==> config.mk <==
export PLATFORM = sky130hd
export DESIGN_NAME = dma_channel_regs
export DESIGN_NICKNAME = d
export VERILOG_FILES = /design/src/dma_channel_regs.v
export VERILOG_INCLUDE_DIRS = /design/src /design/src/src
export SDC_FILE = /design/constraint.sdc
export NUM_CORES = 1
export LEC_CHECK = 0
export BUFFER_PORTS_ARGS = -buffer_cell sky130_fd_sc_hd__buf_2
export CORE_MARGIN = 10
export CORE_UTILIZATION = 45
export DETAILED_ROUTE_END_ITERATION = 8
export PLACE_DENSITY = 0.64
export RECOVER_POWER = 25
export SLEW_MARGIN = 20
export SYNTH_ARGS = -nofsm -noshare
export SYNTH_HDL_FRONTEND = slang
export SYNTH_SLANG_ARGS = --single-unit
==> constraint.sdc <==
create_clock -name clk_i -period 3.15 [get_ports clk_i]
set_clock_uncertainty 0.2 [all_clocks]
set_input_delay 0 -clock clk_i [delete_from_list [all_inputs] [get_ports clk_i]]
set_output_delay 0 -clock clk_i [all_outputs]
set_load 0.05 [all_outputs]
==> src/dma_chan_consts.vh <==
`ifndef DMA_CHAN_CONSTS_VH
`define DMA_CHAN_CONSTS_VH

// ----------------------------------------
// register word offsets (byte addresses)
// ----------------------------------------
`define OFS_CTL 4'h0
`define OFS_SRC 4'h4
`define OFS_DST 4'h8
`define OFS_CNT 4'hc

// ----------------------------------------
// channel control fields
// ----------------------------------------
`define CTL_TRIG 0
`define CTL_ABORT 1
`define CTL_IE 2
`define CTL_FLAG 3
`define CTL_EN 4
`define CTL_LEVEL 5
`define CTL_SBYTE 6
`define CTL_DBYTE 7
`define CTL_SINC_LO 8
`define CTL_SINC_HI 9
`define CTL_DINC_LO 10
`define CTL_DINC_HI 11
`define CTL_MODE_LO 12
`define CTL_MODE_HI 14

// ----------------------------------------
// encodings
// ----------------------------------------
`define MODE_SINGLE 2'h0
`define MODE_BLOCK 2'h1
`define INC_DEC 2'h2
`define INC_INC 2'h3

// ----------------------------------------
// reset values
// ----------------------------------------
`define RST_CTL 16'h0000
`define RST_PTR 20'h00000
`define RST_CNT 16'h0000

`endif

==> src/dma_channel_regs.v <==
// Functional notes
// - completion flag bit 3, readable and writable
// - interrupt enable bit 2 gates channel interrupt
// - nmi abort flag bit 1 set on abort
// - soft trigger bit 0 starts, self-clears
// - source pointer 20 bits, upper reads zero
// - source pointer gives first source address
// - visible source pointer never advances
// - low-half write clears source bits 19-16
// - bits 19-16 reached only by a write with byte lane 2 selected
// - destination pointer 20 bits, upper reads zero
// - visible destination pointer never advances
// - low-half write clears destination bits 19-16
// - 16-bit count sets units per block
// - count decrements once per moved unit
// - count reloads programmed value on the last unit of a block instead of reaching zero
// - programmed count zero moves nothing
// - count 1 to ffff moves that many
// - hidden working pointers step by one/two
// - mode selects single or block, each optionally repeated
`timescale 1ns/1ps
`include "dma_chan_consts.vh"

module dma_channel_regs #(
    parameter AW = 20,
    parameter CW = 16
) (
    // clock and reset
    input wire clk_i,
    input wire rst_i,
    // wishbone slave
    input wire cyc_i,
    input wire stb_i,
    input wire we_i,
    input wire [3:0] adr_i,
    input wire [3:0] sel_i,
    input wire [31:0] dat_i,
    output reg [31:0] dat_o,
    output reg ack_o,
    // trigger and system events
    input wire trigger_i,
    input wire nmi_i,
    // data mover handshake
    output reg xfer_req_o,
    output reg [AW-1:0] xfer_src_o,
    output reg [AW-1:0] xfer_dst_o,
    output reg xfer_src_byte_o,
    output reg xfer_dst_byte_o,
    input wire xfer_ack_i,
    // status
    output reg busy_o,
    output reg irq_o
);

    localparam ST_IDLE = 1'b0;
    localparam ST_MOVE = 1'b1;
    // bit 15 is reserved and bit 0 is a strobe: neither is stored
    localparam [15:0] CTL_KEEP = 16'h7ffe;

    // ----------------------------------------
    // functions
    // ----------------------------------------
    function [AW-1:0] step;
        input [AW-1:0] a;
        input [1:0] inc;
        input is_byte;
        reg [AW-1:0] d;
        begin
            // words step by two, bytes by one
            d = is_byte ? {{(AW-1){1'b0}}, 1'b1} : {{(AW-2){1'b0}}, 2'b10};
            if (inc == `INC_INC) begin
                step = a + d;
            end else if (inc == `INC_DEC) begin
                step = a - d;
            end else begin
                step = a;
            end
        end
    endfunction

    // wide write keeps unselected bytes; a low-half-only write clears bits 19-16
    function [AW-1:0] ptr_wr;
        input [AW-1:0] old;
        input [3:0] sel;
        input [31:0] wd;
        reg [AW-1:0] r;
        begin
            r = old;
            if (sel[0]) begin
                r[7:0] = wd[7:0];
            end
            if (sel[1]) begin
                r[15:8] = wd[15:8];
            end
            if (sel[2]) begin
                r[AW-1:16] = wd[AW-1:16];
            end else if (sel[1:0] != 2'b00) begin
                r[AW-1:16] = {(AW-16){1'b0}};
            end
            ptr_wr = r;
        end
    endfunction

    function [15:0] half_wr;
        input [15:0] old;
        input [3:0] sel;
        input [31:0] wd;
        begin
            half_wr = {sel[1] ? wd[15:8] : old[15:8], sel[0] ? wd[7:0] : old[7:0]};
        end
    endfunction

    function [31:0] rd_word;
        input [3:0] adr;
        input [15:0] ctl;
        input [AW-1:0] src;
        input [AW-1:0] dst;
        input [CW-1:0] cnt;
        begin
            case (adr)
                // trigger bit always reads zero
                `OFS_CTL: rd_word = {16'h0000, ctl & CTL_KEEP};
                `OFS_SRC: rd_word = {{(32-AW){1'b0}}, src};
                `OFS_DST: rd_word = {{(32-AW){1'b0}}, dst};
                `OFS_CNT: rd_word = {{(32-CW){1'b0}}, cnt};
                default: rd_word = 32'h00000000;
            endcase
        end
    endfunction

    // ----------------------------------------
    // state
    // ----------------------------------------
    reg [15:0] ctl_q;
    reg [AW-1:0] src_q;
    reg [AW-1:0] dst_q;
    reg [CW-1:0] cnt_q;
    reg [CW-1:0] cnt_init_q;
    reg [AW-1:0] wsrc_q;
    reg [AW-1:0] wdst_q;
    reg loaded_q;
    reg soft_q;
    reg trig_q;
    reg pend_q;
    reg st_q;

    // the ack cycle itself is never taken as a new request
    wire acc = cyc_i & stb_i & ~ack_o;
    wire wr = acc & we_i;
    wire wr_ctl = wr & (adr_i == `OFS_CTL);
    wire wr_src = wr & (adr_i == `OFS_SRC);
    wire wr_dst = wr & (adr_i == `OFS_DST);
    wire wr_cnt = wr & (adr_i == `OFS_CNT);

    wire [2:0] mode = ctl_q[`CTL_MODE_HI:`CTL_MODE_LO];
    wire [1:0] sinc = ctl_q[`CTL_SINC_HI:`CTL_SINC_LO];
    wire [1:0] dinc = ctl_q[`CTL_DINC_HI:`CTL_DINC_LO];
    wire sbyte = ctl_q[`CTL_SBYTE];
    wire dbyte = ctl_q[`CTL_DBYTE];
    wire en = ctl_q[`CTL_EN];
    wire repeated = mode[2];
    wire single = (mode[1:0] == `MODE_SINGLE);

    // hardware trigger, edge or level sensitive
    wire hw_trig = ctl_q[`CTL_LEVEL] ? trigger_i : (trigger_i & ~trig_q);
    wire start = en & (cnt_init_q != {CW{1'b0}}) & (soft_q | hw_trig | pend_q);
    wire unit_done = (st_q == ST_MOVE) & xfer_ack_i;
    wire last_unit = unit_done & (cnt_q == {{(CW-1){1'b0}}, 1'b1});
    wire abort = nmi_i & (st_q == ST_MOVE);
    // next working addresses, shared by the step and the advance paths
    wire [AW-1:0] nxt_src = step(xfer_src_o, sinc, sbyte);
    wire [AW-1:0] nxt_dst = step(xfer_dst_o, dinc, dbyte);

    // ----------------------------------------
    // wishbone slave: one wait state, ack one cycle
    // ----------------------------------------
    always @(posedge clk_i) begin
        if (rst_i) begin
            ack_o <= 1'b0;
            dat_o <= 32'h00000000;
        end else begin
            ack_o <= acc;
            if (acc & ~we_i) begin
                dat_o <= rd_word(adr_i, ctl_q, src_q, dst_q, cnt_q);
            end else begin
                dat_o <= 32'h00000000;
            end
        end
    end

    // ----------------------------------------
    // control register
    // ----------------------------------------
    always @(posedge clk_i) begin
        if (rst_i) begin
            ctl_q <= `RST_CTL;
            soft_q <= 1'b0;
        end else begin
            soft_q <= 1'b0;
            if (wr_ctl) begin
                ctl_q <= half_wr(ctl_q, sel_i, dat_i) & CTL_KEEP;
                soft_q <= sel_i[0] & dat_i[`CTL_TRIG];
            end
            // hardware sets win over a same-cycle software clear
            if (last_unit | (unit_done & single)) begin
                ctl_q[`CTL_FLAG] <= 1'b1;
                if (~repeated & last_unit) begin
                    ctl_q[`CTL_EN] <= 1'b0;
                end
            end
            if (abort) begin
                ctl_q[`CTL_ABORT] <= 1'b1;
                ctl_q[`CTL_EN] <= 1'b0;
            end
        end
    end

    // ----------------------------------------
    // pointers and count
    // ----------------------------------------
    always @(posedge clk_i) begin
        if (rst_i) begin
            src_q <= `RST_PTR;
            dst_q <= `RST_PTR;
            cnt_q <= `RST_CNT;
            cnt_init_q <= `RST_CNT;
        end else begin
            // visible pointers change only by software writes
            if (wr_src) begin
                src_q <= ptr_wr(src_q, sel_i, dat_i);
            end
            if (wr_dst) begin
                dst_q <= ptr_wr(dst_q, sel_i, dat_i);
            end
            if (wr_cnt) begin
                cnt_q <= half_wr(cnt_q, sel_i, dat_i);
                cnt_init_q <= half_wr(cnt_init_q, sel_i, dat_i);
            end else if (last_unit) begin
                cnt_q <= cnt_init_q;
            end else if (unit_done) begin
                cnt_q <= cnt_q - {{(CW-1){1'b0}}, 1'b1};
            end
        end
    end

    // ----------------------------------------
    // trigger history, unit attributes, interrupt
    // ----------------------------------------
    always @(posedge clk_i) begin
        if (rst_i) begin
            trig_q <= 1'b0;
            xfer_src_byte_o <= 1'b0;
            xfer_dst_byte_o <= 1'b0;
            irq_o <= 1'b0;
        end else begin
            // idles low like the pin, so no false edge follows reset
            trig_q <= trigger_i;
            irq_o <= ctl_q[`CTL_FLAG] & ctl_q[`CTL_IE];
            xfer_src_byte_o <= sbyte;
            xfer_dst_byte_o <= dbyte;
        end
    end

    // ----------------------------------------
    // channel sequencer
    // ----------------------------------------
    always @(posedge clk_i) begin
        if (rst_i) begin
            st_q <= ST_IDLE;
            wsrc_q <= `RST_PTR;
            wdst_q <= `RST_PTR;
            loaded_q <= 1'b0;
            pend_q <= 1'b0;
            xfer_req_o <= 1'b0;
            xfer_src_o <= `RST_PTR;
            xfer_dst_o <= `RST_PTR;
            busy_o <= 1'b0;
        end else begin
            // a trigger seen while moving is kept for the next start, in any mode
            if (st_q == ST_MOVE & (soft_q | hw_trig)) begin
                pend_q <= 1'b1;
            end
            // a trigger kept for a disabled channel must not fire later
            if (~en) begin
                pend_q <= 1'b0;
            end
            if (wr_src | wr_dst | wr_cnt | ~en) begin
                loaded_q <= 1'b0;
            end
            case (st_q)
                ST_IDLE: begin
                    if (start) begin
                        pend_q <= 1'b0;
                        st_q <= ST_MOVE;
                        busy_o <= 1'b1;
                        xfer_req_o <= 1'b1;
                        loaded_q <= 1'b1;
                        // a fresh block starts from the visible pointers
                        if (~loaded_q) begin
                            xfer_src_o <= src_q;
                            xfer_dst_o <= dst_q;
                            wsrc_q <= src_q;
                            wdst_q <= dst_q;
                        end else begin
                            xfer_src_o <= wsrc_q;
                            xfer_dst_o <= wdst_q;
                        end
                    end
                end
                ST_MOVE: begin
                    if (abort) begin
                        // count keeps its partial value until software reloads it
                        st_q <= ST_IDLE;
                        busy_o <= 1'b0;
                        xfer_req_o <= 1'b0;
                        loaded_q <= 1'b0;
                    end else if (unit_done) begin
                        wsrc_q <= nxt_src;
                        wdst_q <= nxt_dst;
                        if (last_unit) begin
                            // next block restarts from the visible pointers
                            loaded_q <= 1'b0;
                        end
                        if (single | last_unit) begin
                            st_q <= ST_IDLE;
                            busy_o <= 1'b0;
                            xfer_req_o <= 1'b0;
                        end else begin
                            xfer_src_o <= nxt_src;
                            xfer_dst_o <= nxt_dst;
                        end
                    end
                end
                default: begin
                    st_q <= ST_IDLE;
                end
            endcase
        end
    end

endmodule

## After elaboration in Yosys (flattened, before gate mapping)

Cells that the tools add are included.

- Register bits after elaboration: 208
- RAM bits: 0
- Memories: 0
- Logic and storage cells: 173
- Bits in latches: 0
- Bits in read-only memories: 0

- Add/sub/neg operators: 5
- Divide/modulo/power cells: 0
- Shift operators: 0
- Multiplexer cells: 58
- Order comparisons: 0
- Bitwise logic cells: 34
- Reductions and logical operators: 30
- Eq/ne operators: 16
- Multipliers: 0

Operators by type and width:

| cell | count |
|---|---|
| 20-bit two-way mux | 18 |
| 20-bit case mux with 2 select lines | 4 |
| 20-bit case mux with 4 select lines | 1 |
| 16-bit two-way mux | 3 |
| 20-bit by 2-bit adder with 20-bit output | 2 |
| 20-bit by 2-bit subtractor with 20-bit output | 2 |
| 2-bit AND reduction | 14 |
| 1-bit two-way mux | 20 |
| 1-bit AND | 19 |
| 16-bit by 1-bit equality test with 1-bit output (second input constant) | 1 |
| 8-bit two-way mux | 2 |
| 16-bit nonzero test | 1 |
| 16-bit by 1-bit subtractor with 16-bit output (second input constant) | 1 |
| 2-bit nonzero test | 6 |
| 5-bit two-way mux | 2 |
| 2-bit inequality test (second input constant) | 5 |
| 2-bit equality test (second input constant) | 4 |
| 4-bit equality test (second input constant) | 2 |
| 4-bit two-way mux | 2 |
| 1-bit NOT | 8 |
| 1-bit bitwise OR | 7 |
| 2-bit two-way mux | 3 |
| 3-bit by 1-bit inequality test with 1-bit output (second input constant) | 2 |
| 1-bit case mux with 2 select lines | 3 |
| 8 further kinds | 11 |

## Depth between registers and ports, before layout

Gate-level depths: netlist of run 1.

- Depth in word-level cells: 12
- Gate-level depth with buffers: 10
- Mapped depth without buffers: 10

## Worst setup path before layout of run 1

No wires, ideal clock.

- Kind: reg-to-reg
- Start: register xfer_src_o[0]
- End: register xfer_src_o[16]
- Setup time: 92 ps
- Stages on the path, launching flop included: 11
- Data required time: 2858 ps
- Setup slack: 15 ps
- Data arrival time: 2843 ps
- Buffers on the path: 0
- Period minus slack after synthesis: 3135 ps
- Path through: dfxtp_1 inv_1 ha_1 inv_1 fa_1 or4_1 or4_1 a21oi_1 xor2_1 nor2_1 o32ai_1

- Longest elaborated chain between the ends: 7

RTL lines:

| item | line | text |
|---|---|---|
| from (decl) | dma_channel_regs.v:45 | `output reg [AW-1:0] xfer_src_o,` |
| from (signal assigned) | dma_channel_regs.v:275 | `` xfer_src_o <= `RST_PTR; `` |
| from (signal assigned) | dma_channel_regs.v:300 | `xfer_src_o <= src_q;` |
| from (signal assigned) | dma_channel_regs.v:305 | `xfer_src_o <= wsrc_q;` |
| 20-bit by 2-bit subtractor with 20-bit output | dma_channel_regs.v:74 | `step = a - d;` |
| 20-bit two-way mux | dma_channel_regs.v:73 | `` end else if (inc == `INC_DEC) begin `` |
| 20-bit two-way mux (*) | dma_channel_regs.v:71 | `` if (inc == `INC_INC) begin `` |
| 20-bit two-way mux (*) | dma_channel_regs.v:324 | `if (single \| last_unit) begin` |
| 20-bit two-way mux (*) | dma_channel_regs.v:317 | `end else if (unit_done) begin` |
| 20-bit two-way mux (*) | dma_channel_regs.v:311 | `if (abort) begin` |
| 20-bit case mux with 2 select lines (*) | dma_channel_regs.v:290 | `case (st_q)` |

Mark *: on every way between the ends. The rest lies on a longest branch, timed or not. The select of a mux whose other input is x is not followed.
A chain may end at the register's enable or synchronous reset.

## Worst setup path after layout of run 1

- Start: register ctl_q[7]
- End: register xfer_dst_o[18]

- Longest elaborated chain between the ends: 8

RTL lines:

| item | line | text |
|---|---|---|
| from (decl) | dma_channel_regs.v:134 | `reg [15:0] ctl_q;` |
| from (signal assigned) | dma_channel_regs.v:196 | `` ctl_q <= `RST_CTL; `` |
| from (signal assigned) | dma_channel_regs.v:201 | `ctl_q <= half_wr(ctl_q, sel_i, dat_i) & CTL_KEEP;` |
| 2-bit two-way mux (*) | dma_channel_regs.v:70 | `d = is_byte ? {{(AW-1){1'b0}}, 1'b1} : {{(AW-2){1'b0}}, 2'b10};` |
| 20-bit by 2-bit subtractor with 20-bit output | dma_channel_regs.v:74 |  |
| 20-bit two-way mux | dma_channel_regs.v:73 |  |
| 20-bit two-way mux (*) | dma_channel_regs.v:71 |  |
| 20-bit two-way mux (*) | dma_channel_regs.v:324 |  |
| 20-bit two-way mux (*) | dma_channel_regs.v:317 |  |
| 20-bit two-way mux (*) | dma_channel_regs.v:311 |  |
| 20-bit case mux with 2 select lines (*) | dma_channel_regs.v:290 |  |
| to (signal assigned) | dma_channel_regs.v:301 | `xfer_dst_o <= dst_q;` |
| to (signal assigned) | dma_channel_regs.v:306 | `xfer_dst_o <= wdst_q;` |
| to (signal assigned) | dma_channel_regs.v:330 | `xfer_dst_o <= nxt_dst;` |
| to (decl) | dma_channel_regs.v:46 | `output reg [AW-1:0] xfer_dst_o,` |

Marks and branches as above.

==> flow_metrics.env, run 1 <==
export IMPL_worst_ep_arrival_time_ns=3.15
export IMPL_io_buffers=100
export IMPL_h_tree_depth=4
export IMPL_endpoint_kind="register"
export IMPL_hold_slack_ns=0.0983
export IMPL_min_path_type="in -> reg"
export IMPL_io_pins=126
export IMPL_die_y_um=172
export IMPL_max_slew_worst_pin_slew_ns=1.09
export IMPL_cts_buffer_depth=2
export IMPL_cts_root_buf="clkbuf_16"
export IMPL_slew_headroom_pct=26.8
export IMPL_routabilityCongestion=0.948
export IMPL_grt_start_max_net_pins=70
export IMPL_drt_iter0_drc=1016
export IMPL_cp_slowest_cell="or4b_2"
export IMPL_finalMaxSlewViolations=0
export IMPL_core_area_um2=22600
export IMPL_drc=0
export IMPL_chipWidth_um=172
export IMPL_ys_types=71
export IMPL_yosysWarningCount=0
export IMPL_grt_overflow_total=0
export IMPL_maxCapViolations=0
export IMPL_p_leak_nw=4.43
export IMPL_drive_gt1_share_pct=12.6
export IMPL_hold_depth=5
export IMPL_synth_main_ff_cell="dfxtp_1"
export IMPL_setup_viol=0
export IMPL_dp_hpwl_um=24200
export IMPL_yosysMostFrequentCell="dfxtp_1"
export IMPL_period_share_pct=96.0
export IMPL_r2r_start="ctl_q[7]"
export IMPL_synthTopCellsByArea="dfxtp_1, nand2_1, a21oi_1, nor2_1, mux2i_1"
export IMPL_power_total_w=0.00484
export IMPL_syn_area_per_cell_um2=7.93
export IMPL_fill_cells=2199
export IMPL_power_density_nw_per_um2=400
export IMPL_diodes=0
export IMPL_final_antenna_net_count=0
export IMPL_clock_latency_ns=0.43
export IMPL_crit_path_start_kind="register"
export IMPL_cts_sinks=196
export IMPL_grt_pass1_vias=9574
export IMPL_syn_cell_area_um2=10400
export IMPL_firstDrtPassIters=6
export IMPL_ir_worst_vdd_v=0.000277
export IMPL_synth_top_area_share_pct=37.8
export IMPL_grt_pass1_wl_um=53800
export IMPL_min_from="adr_i[1]"
export IMPL_routed_wl_um=34300
export IMPL_syn_to_final_growth_pct=16.8
export IMPL_hold_path_endpoint="dat_o[15]"
export IMPL_numCtsBuffers=17
export IMPL_post_route_min_period_ns=3.02
export IMPL_r2r_end="xfer_dst_o[18]"
export IMPL_ys_async_sr_fraction_pct=0
export IMPL_rsz0062_at_grt="yes"
export IMPL_yosysSeqAreaShare_pct=37.8
export IMPL_path_cells="ha_1 > inv_1 > fa_1 > or4b_2 > nor4_2 > a21oi_1 > nor3_1 > nor3_1 > o41ai_1"
export IMPL_synth_area_leader_cell="dfxtp_1"
export IMPL_cts_tree="built"
export IMPL_utilization_pct=53.5
export IMPL_reg2reg_slack_ns=0.13
export IMPL_worst_path_max_fanout=4
export IMPL_clk_pin_slew_ns=0.07
export IMPL_ff2ff_path_depth=9
export IMPL_wire_per_inst_um=20.1
export IMPL_ys_seq_elements=196
export IMPL_syn_inst=1309
export IMPL_critical_path_max_stage_delay_ns=0.74
export IMPL_gr_usage_all_layers_pct=22.8
export IMPL_status="completed"
export IMPL_max_freq_mhz=331
export IMPL_std_cell_rows=55
export IMPL_yosys_top_cells_count="dfxtp_1, nand2_1, nor2_1"
export IMPL_die_area_um2=29500
export IMPL_vias=10200
export IMPL_synth_edf_count=0
export IMPL_critPathRequiredTime_ns=3.28
export IMPL_fin_nets=1475
export IMPL_postCtsSetupBuffers=0
export IMPL_start_util_pct=45.9
export IMPL_crit_type="reg -> reg"
export IMPL_hold_viol_final=0
export IMPL_antenna_found_initial=0
export IMPL_viasPerCell=5.97
export IMPL_cpMostUsedCell="nor3_1"
[cell usage in the layout (no fill, tap or decap), types with 12 or more instances in the layout]
master           n
mux2i_1         44
nor2_1         133
a311oi_1        15
and2_1          13
a21oi_1        121
o211ai_1        12
inv_1           24
clkbuf_1        64
mux2_2          26
clkbuf_16       17
nand3_1         75
a22oi_1         26
o21ai_0         28
xnor2_1         24
dlygate4sd3_1   36
nand2_1        170
conb_1          12
xor2_1          13
nand4_1         14
dfxtp_1        194
buf_2           37
nor3_1          29
nor4_1          14
buf_4           56
nor2b_1         16
a211oi_1        33
[cell families (layout without fill, tap and decap cells)]
logic type      count (synthesis)  count (layout)  synth area share [%]
buf+inv                       142             247                  5.76
other cells                     1              12                0.0361
mux                            70              70                  7.06
simple gates                  528             528                  24.0
fa+ha+maj                      14              14                  1.98
xor+xnor                       37              37                  3.12
flops                         196             196                  37.8
compound gates                321             321                  20.2
[routing by layer]
layer	GRT usage, %	vias to the layer above	part of all wire [%]
met5	0	-	0
met4	4.76	0	1.3
met3	4.20	34	7.6
met2	35.8	412	45
met1	31.9	4885	46
li1	-	4878	-
[flip-flops by register name (all words and copies together) (netlist names)]
name,flops
dat_o,20
dst_q,20
src_q,20
wdst_q,20
wsrc_q,20
xfer_dst_o,20
xfer_src_o,20
cnt_init_q,16
cnt_q,16
ctl_q,14
ack_o,1
irq_o,1
loaded_q,1
pend_q,1
soft_q,1
st_q,1
trig_q,1
xfer_dst_byte_o,1
xfer_req_o,1
xfer_src_byte_o,1
[report_power, final]
group	internal (W)	switching, W
combinational	0.000107	0.000194
clock	0.00106	0.00100
sequential	0.00248	0.00000582
total	0.00364	0.00120
[worst max-delay path by stage]
stage | start | endpoint | slack, ns | cells past startpoint
6_report | ctl_q[7] | xfer_dst_o[18] | 0.13 | 9
5_1_grt | ctl_q[7] | wdst_q[18] | -0.002 | 9
4_1_cts | xfer_src_o[0] | xfer_src_o[16] | 0.01 | 10
3_5_place_dp | xfer_src_o[0] | xfer_src_o[16] | 0.03 | 10
3_3_place_gp | xfer_src_o[0] | xfer_src_o[18] | 0.14 | 10
2_1_floorplan | xfer_src_o[0] | xfer_src_o[16] | 0.01 | 10
[timing repair]
action | 4_1_cts | 5_1_grt
hold buffers | 36 | 0
resized for setup | 0 | 7
setup endpoints to repair | 0 | 15
hold endpoints to repair | 130 | 0
[stage by stage]
stage | worst slack (ns) | setup TNS [ns] | cells | cell area (um2)
6_report | 0.127 | 0 | 1710 | 12100
5_1_grt | -0.00161 | -0.00161 | 1710 | 12100
4_1_cts | 0.0143 | 0 | 1710 | 12200
3_5_place_dp | 0.0281 | 0 | 1643 | 11300
3_3_place_gp | 0.140 | 0 | 1643 | 11300
2_1_floorplan | 0.0148 | 0 | 1320 | 10400
[cell type report]
class | instances | area [um2] | share of cell area (%)
flip-flops and latches | 196 | 3930 | 32.4
inverters | 24 | 90.1 | 0.743
clock inverters | 10 | 76.3 | 0.630
well taps | 285 | 357 | 2.94
repair buffers | 192 | 1220 | 10.1
multi-input cells | 982 | 5990 | 49.4
clock buffers | 21 | 460 | 3.80
[worst max-delay path: cells and delay by family, from the launching register on]
family                   cells  cell delay, ns
adder cells (fa/ha/maj)      2            0.61
AO/OA/AOI/OAI                2            0.44
flip-flops                   1            0.40
AND/OR/NAND/NOR              4            1.22
buffers and inverters        1            0.05
Power figures use the tool's default switching activity.
==> run 2, diff against run 1 <==
Settings changed: CELL_PAD_IN_SITES_DETAIL_PLACEMENT from default to 2, CELL_PAD_IN_SITES_GLOBAL_PLACEMENT from default to 2, CORE_UTILIZATION 45 to 31, PLACE_DENSITY 0.64 to 0.73.
==> run 2 against run 1 <==
Against the previous run: fmax rose by 1.5%; first-iteration DRC count decreased by 40%; combinational power grew 7.0%; worst hold slack worse by 0.029 ns; die area rose by 39%; sequential power barely moved; routed wire length rose by 28%; final cell count rose by 9.9%; global-route usage fell by 1.9 points; sequential share of layout area shrank 1.0 points; register-to-register slack gained 0.05 ns.
==> flow_metrics.env, run 2 (synthesis gave the netlist of run 1 again) <==
export IMPL_fill_cells=3799
export IMPL_min_from="adr_i[0]"
export IMPL_drt_iter0_drc=611
export IMPL_max_slew_worst_pin_slew_ns=1.09
export IMPL_routed_wl_um=44000
export IMPL_crit_path_start_kind="register"
export IMPL_drive_gt1_share_pct=13.8
export IMPL_h_tree_depth=4
export IMPL_p_leak_nw=4.55
export IMPL_seq_area_um2=3930
export IMPL_core_area_um2=32800
export IMPL_final_cell_mix="dfxtp_1, nand2_1, nor2_1, a21oi_1, nand3_1"
export IMPL_critical_path_max_stage_delay_ns=0.43
export IMPL_die_area_um2=41200
export IMPL_drc=0
export IMPL_slew_headroom_pct=27.5
export IMPL_dp_hpwl_um=31800
export IMPL_io_pins=126
export IMPL_rsz0062_at_grt="no"
export IMPL_worst_path_max_fanout=3
export IMPL_finalSetupTns_ns=0
export IMPL_grt_overflow_total=0
export IMPL_cpMostUsedCell="inv_1"
export IMPL_path_cells="inv_1 > ha_1 > inv_1 > fa_2 > or4_4 > buf_4 > or2_2 > o41ai_2 > xor2_1 > a21oi_1 > a211oi_2"
export IMPL_wire_per_inst_um=23.4
export IMPL_ir_worst_vdd_v=0.000369
export IMPL_viasPerCell=5.62
export IMPL_cts_buffer_depth=2
export IMPL_finalMaxSlewViolations=0
export IMPL_gr_usage_all_layers_pct=20.9
export IMPL_status="completed"
export IMPL_firstDrtPassIters=5
export IMPL_cp_startpoint="xfer_src_o[0]"
export IMPL_grt_pass1_vias=11200
export IMPL_hold_viol_final=0
export IMPL_worst_ep_arrival_time_ns=3.10
export IMPL_endpoint_kind="register"
export IMPL_start_util_pct=31.7
export IMPL_final_antenna_net_count=0
export IMPL_numCtsBuffers=17
export IMPL_critPathRequiredTime_ns=3.27
export IMPL_clock_latency_ns=0.46
export IMPL_cts_root_buf="clkbuf_16"
export IMPL_min_path_type="in -> reg"
export IMPL_r2r_start="xfer_src_o[0]"
export IMPL_grt_start_max_net_pins=57
export IMPL_power_density_nw_per_um2=409
export IMPL_final_common_cell="dfxtp_1"
export IMPL_post_route_min_period_ns=2.98
export IMPL_routabilityCongestion=0.851
export IMPL_cp_slowest_cell="or4_4"
export IMPL_vias=10600
export IMPL_syn_to_final_growth_pct=20.6
export IMPL_die_y_um=203
export IMPL_max_freq_mhz=336
export IMPL_io_buffers=100
export IMPL_grt_pass1_wl_um=68000
export IMPL_fin_nets=1487
export IMPL_reg2reg_slack_ns=0.17
export IMPL_cts_sinks=196
export IMPL_chipWidth_um=203
export IMPL_period_share_pct=94.5
export IMPL_crit_type="reg -> reg"
export IMPL_cts_tree="built"
export IMPL_multi_input_area_um2=6030
export IMPL_hold_slack_ns=0.0695
export IMPL_std_cell_rows=66
export IMPL_antenna_found_initial=1
export IMPL_diodes=0
export IMPL_setup_viol=0
export IMPL_maxCapViolations=0
export IMPL_clk_pin_slew_ns=0.08
## run 2: cell types whose count changed in the layout (fill, tap and decap cells not counted), sizes merged
cell / previous run / this run
bufinv: 0 / 2
buf: 94 / 103
clkbuf: 83 / 81
inv: 26 / 33
dlygate4sd3: 36 / 37
clkinv: 5 / 4
clkinvlp: 3 / 0
## run 2: cell type report
cell class | instances | area share (%)
multi-input combinational | 982 | 48.1
sequential | 196 | 31.4
timing repair buffer | 204 | 10.6
tap | 442 | 4.42
clock buffer | 17 | 3.40
clock inverter | 15 | 1.32
inverter | 24 | 0.720
## run 2: metrics by stage
step	power, W	utilization [%]	instance area (um2)	instances	setup WS, ns
2_1_floorplan	0.00272	-	10400	1320	0.0148
3_3_place_gp	0.00282	35.3	11600	1811	0.140
3_5_place_dp	0.00282	35.3	11600	1811	0.00196
4_1_cts	0.00517	38.3	12500	1880	0.0227
5_1_grt	0.00531	38.2	12500	1880	0.0132
6_report	0.00511	38.2	12500	1880	0.173
## run 2: timing repair
item,CTS,global route
gates resized for setup,3,12
setup buffers,0,0
endpoints found under the hold margin,107,0
hold buffers,37,0
gates cloned,0,0
pin swaps,0,2
setup endpoints to repair,6,22
## run 2: where the power goes
group / leakage (nW) / total, W / internal, W / switching, W
Clock: 0.296 / 0.00231 / 0.00120 / 0.00111
Combinational: 2.67 / 0.000321 / 0.000107 / 0.000213
Sequential: 1.58 / 0.00249 / 0.00248 / 0.00000686
## run 2: worst paths after layout
check | end | cells after the start
hold / removal | src_q[17] | 5
setup reg to reg | wsrc_q[12] | 11
setup / recovery | wsrc_q[12] | 11
hold reg to reg | wdst_q[2] | 2
## run 2: layer usage
layer | global-route usage [%] | vias up | part of all wire [%]
li1 | - | 4905 | -
met1 | 26.7 | 5425 | 46
met2 | 35.8 | 186 | 49
met3 | 3.77 | 43 | 4.0
met4 | 4.93 | 0 | 1.4
met5 | 0 | - | 0
## run 2: critical path, delay by kind of cell, from the launching register on
| kind | cells | cell delay, ns |
|---|---|---|
| buffers and inverters | 3 | 0.27 |
| DFF | 1 | 0.31 |
| xor gates and xnor gates | 1 | 0.11 |
| adders and majority gates | 2 | 0.53 |
| and+or+nand+nor | 2 | 0.72 |
| AOI/OAI and AO/OA | 3 | 0.69 |
==> run 3, diff against run 2 <==
Settings changed: GPL_TIMING_DRIVEN from default to 1, PLACE_DENSITY 0.73 to 0.81, SKIP_LAST_GASP from default to 1.
==> run 3 against run 2 <==
Against the previous run: die area stayed put; global-route usage is 1.2 points higher; first-iteration DRC count is 40% higher; critical path type unchanged; count of clock-buffer cells in the layout is 2 higher; largest power group unchanged; combinational power is 2% higher.
==> flow_metrics.env, run 3 (synthesis gave the netlist of run 1 again) <==
export IMPL_status="completed"
export IMPL_period_share_pct=97.5
export IMPL_clk_pin_slew_ns=0.08
export IMPL_rsz0062_at_grt="yes"
export IMPL_numCtsBuffers=17
export IMPL_drt_iter0_drc=858
export IMPL_cp_slowest_cell="or4_4"
export IMPL_grt_overflow_total=0
export IMPL_critical_path_max_stage_delay_ns=0.56
export IMPL_max_slew_worst_pin_slew_ns=1.04
export IMPL_hold_depth=5
export IMPL_p_leak_nw=4.55
export IMPL_postPlaceCellArea_um2=11600
export IMPL_worst_slack_ns=0.0787
export IMPL_endpoint_kind="register"
export IMPL_diodes=0
export IMPL_io_buffers=100
export IMPL_min_from="adr_i[1]"
export IMPL_dpl_cell_count=1814
export IMPL_path_cells="buf_4 > ha_1 > or4b_1 > or2_4 > or4_4 > a211o_1 > o211a_1 > a211oi_2"
export IMPL_slew_headroom_pct=30.5
export IMPL_design_area_um2=12500
export IMPL_start_util_pct=31.7
export IMPL_critPathRequiredTime_ns=3.33
export IMPL_worst_ep_arrival_time_ns=3.25
export IMPL_final_common_cell="dfxtp_1"
export IMPL_final_cell_mix="dfxtp_1, nand2_1, nor2_1, a21oi_1, nand3_1"
export IMPL_drc=0
export IMPL_finalMaxSlewViolations=0
export IMPL_io_pins=126
export IMPL_crit_path_start_kind="register"
export IMPL_power_density_nw_per_um2=412
export IMPL_crit_family="simple AND/OR/NAND/NOR gates"
export IMPL_ff2ff_path_depth=8
export IMPL_cts_buffer_depth=2
export IMPL_cp_num_buf_inv=1
export IMPL_clock_latency_ns=0.47
export IMPL_ir_worst_vdd_v=0.000418
export IMPL_cts_sinks=196
export IMPL_reg2reg_slack_ns=0.08
export IMPL_routabilityCongestion=0.883
export IMPL_crit_type="reg -> reg"
export IMPL_instances_no_fill=1884
export IMPL_setup_viol=0
export IMPL_die_area_um2=41200
export IMPL_antenna_found_initial=0
export IMPL_syn_to_final_growth_pct=20.8
export IMPL_chipWidth_um=203
export IMPL_vias=10900
export IMPL_cts_root_buf="clkbuf_16"
export IMPL_hold_path_endpoint="dat_o[15]"
export IMPL_maxCapViolations=0
export IMPL_gr_usage_all_layers_pct=22.1
export IMPL_cts_tree="built"
export IMPL_post_route_min_period_ns=3.07
export IMPL_firstDrtPassIters=5
export IMPL_min_path_type="in -> reg"
export IMPL_routed_wl_um=46300
export IMPL_grt_pass1_wl_um=71900
export IMPL_std_cell_rows=66
export IMPL_dp_slack_ns=-0.0766
export IMPL_core_area_um2=32800
export IMPL_dp_hpwl_um=32300
export IMPL_fin_nets=1491
export IMPL_fill_cells=3761
export IMPL_max_freq_mhz=326
export IMPL_r2r_end="wdst_q[17]"
export IMPL_viasPerCell=5.77
export IMPL_hold_viol_final=0
export IMPL_h_tree_depth=4
export IMPL_grt_start_max_net_pins=86
export IMPL_drive_gt1_share_pct=14.0
export IMPL_final_antenna_net_count=0
export IMPL_grt_pass1_vias=11600
export IMPL_r2r_start="ctl_q[7]"
export IMPL_worst_path_max_fanout=5
export IMPL_wire_per_inst_um=24.6
export IMPL_die_y_um=203
==> run 3: changes by cell type in the layout (fill, tap and decap cells not counted), moves of 2 or more <==
| cell | delta |
|---|---|
| clkbuf_1 | +2 |
| clkbuf_8 | +2 |
| buf_2 | -2 |
| buf_12 | -2 |
| clkbuf_2 | -2 |
| inv_6 | -4 |
| buf_4 | +7 |
| clkinvlp_4 | +3 |
==> run 3: layer usage <==
layer | share of wire [%] | vias to the layer above | track usage, %
li1 | - | 4907 | -
met1 | 44 | 5578 | 28.1
met2 | 49 | 309 | 37.5
met3 | 4.6 | 83 | 3.17
met4 | 2.7 | 0 | 7.70
met5 | 0 | - | 0
==> run 3: how the worst max path moves through the flow <==
stage	start	slack [ns]	cells after the start	endpoint
2_1_floorplan	xfer_src_o[0]	0.01	10	xfer_src_o[16]
3_3_place_gp	xfer_src_o[0]	0.09	10	xfer_src_o[16]
3_5_place_dp	xfer_src_o[0]	-0.08	10	xfer_src_o[18]
4_1_cts	ctl_q[7]	0.002	10	xfer_dst_o[18]
5_1_grt	xfer_src_o[0]	-0.03	10	wsrc_q[16]
6_report	ctl_q[7]	0.08	8	wdst_q[17]
==> run 3: power breakdown <==
part           internal [W]  switching, W
logic              0.000110      0.000218
clock network       0.00123       0.00112
registers           0.00248    0.00000694
==> run 3: worst min-delay path: stages <==
cell     delay, ns
buf_2         0.15
nor3b_2       0.10
buf_4         0.17
a22oi_1       0.15
nor2_1        0.08
==> run 3: layout make-up <==
cell class	count	area, um2	area share (%)
Clock buffer	19	453	3.61
Timing Repair Buffer	208	1340	10.7
Tap cell	442	553	4.41
Clock inverter	13	144	1.15
Inverter	24	90.1	0.719
Multi-Input combinational cell	982	6030	48.1
Sequential cell	196	3930	31.3
==> run 3: timing repair <==
| item | in CTS | in global routing |
|---|---|---|
| pin swaps | 0 | 1 |
| hold buffers | 38 | 0 |
| endpoints found under the setup margin | 7 | 18 |
| buffers inserted | 0 | 0 |
| gates resized for setup | 7 | 10 |
| hold endpoints to repair | 102 | 0 |
==> run 3: per-stage QoR <==
| step | setup TNS [ns] | hold slack [ns] | util [%] | power (W) |
|---|---|---|---|---|
| 2_1_floorplan | 0 | -0.113 | - | 0.00272 |
| 3_5_place_dp | -0.190 | 0.0637 | 35.3 | 0.00283 |
| 5_1_grt | -0.0385 | 0.103 | 38.2 | 0.00531 |
| 3_3_place_gp | 0 | 0.0539 | 35.3 | 0.00282 |
| 6_report | 0 | 0.0576 | 38.2 | 0.00516 |
| 4_1_cts | 0 | 0.0161 | 38.3 | 0.00518 |
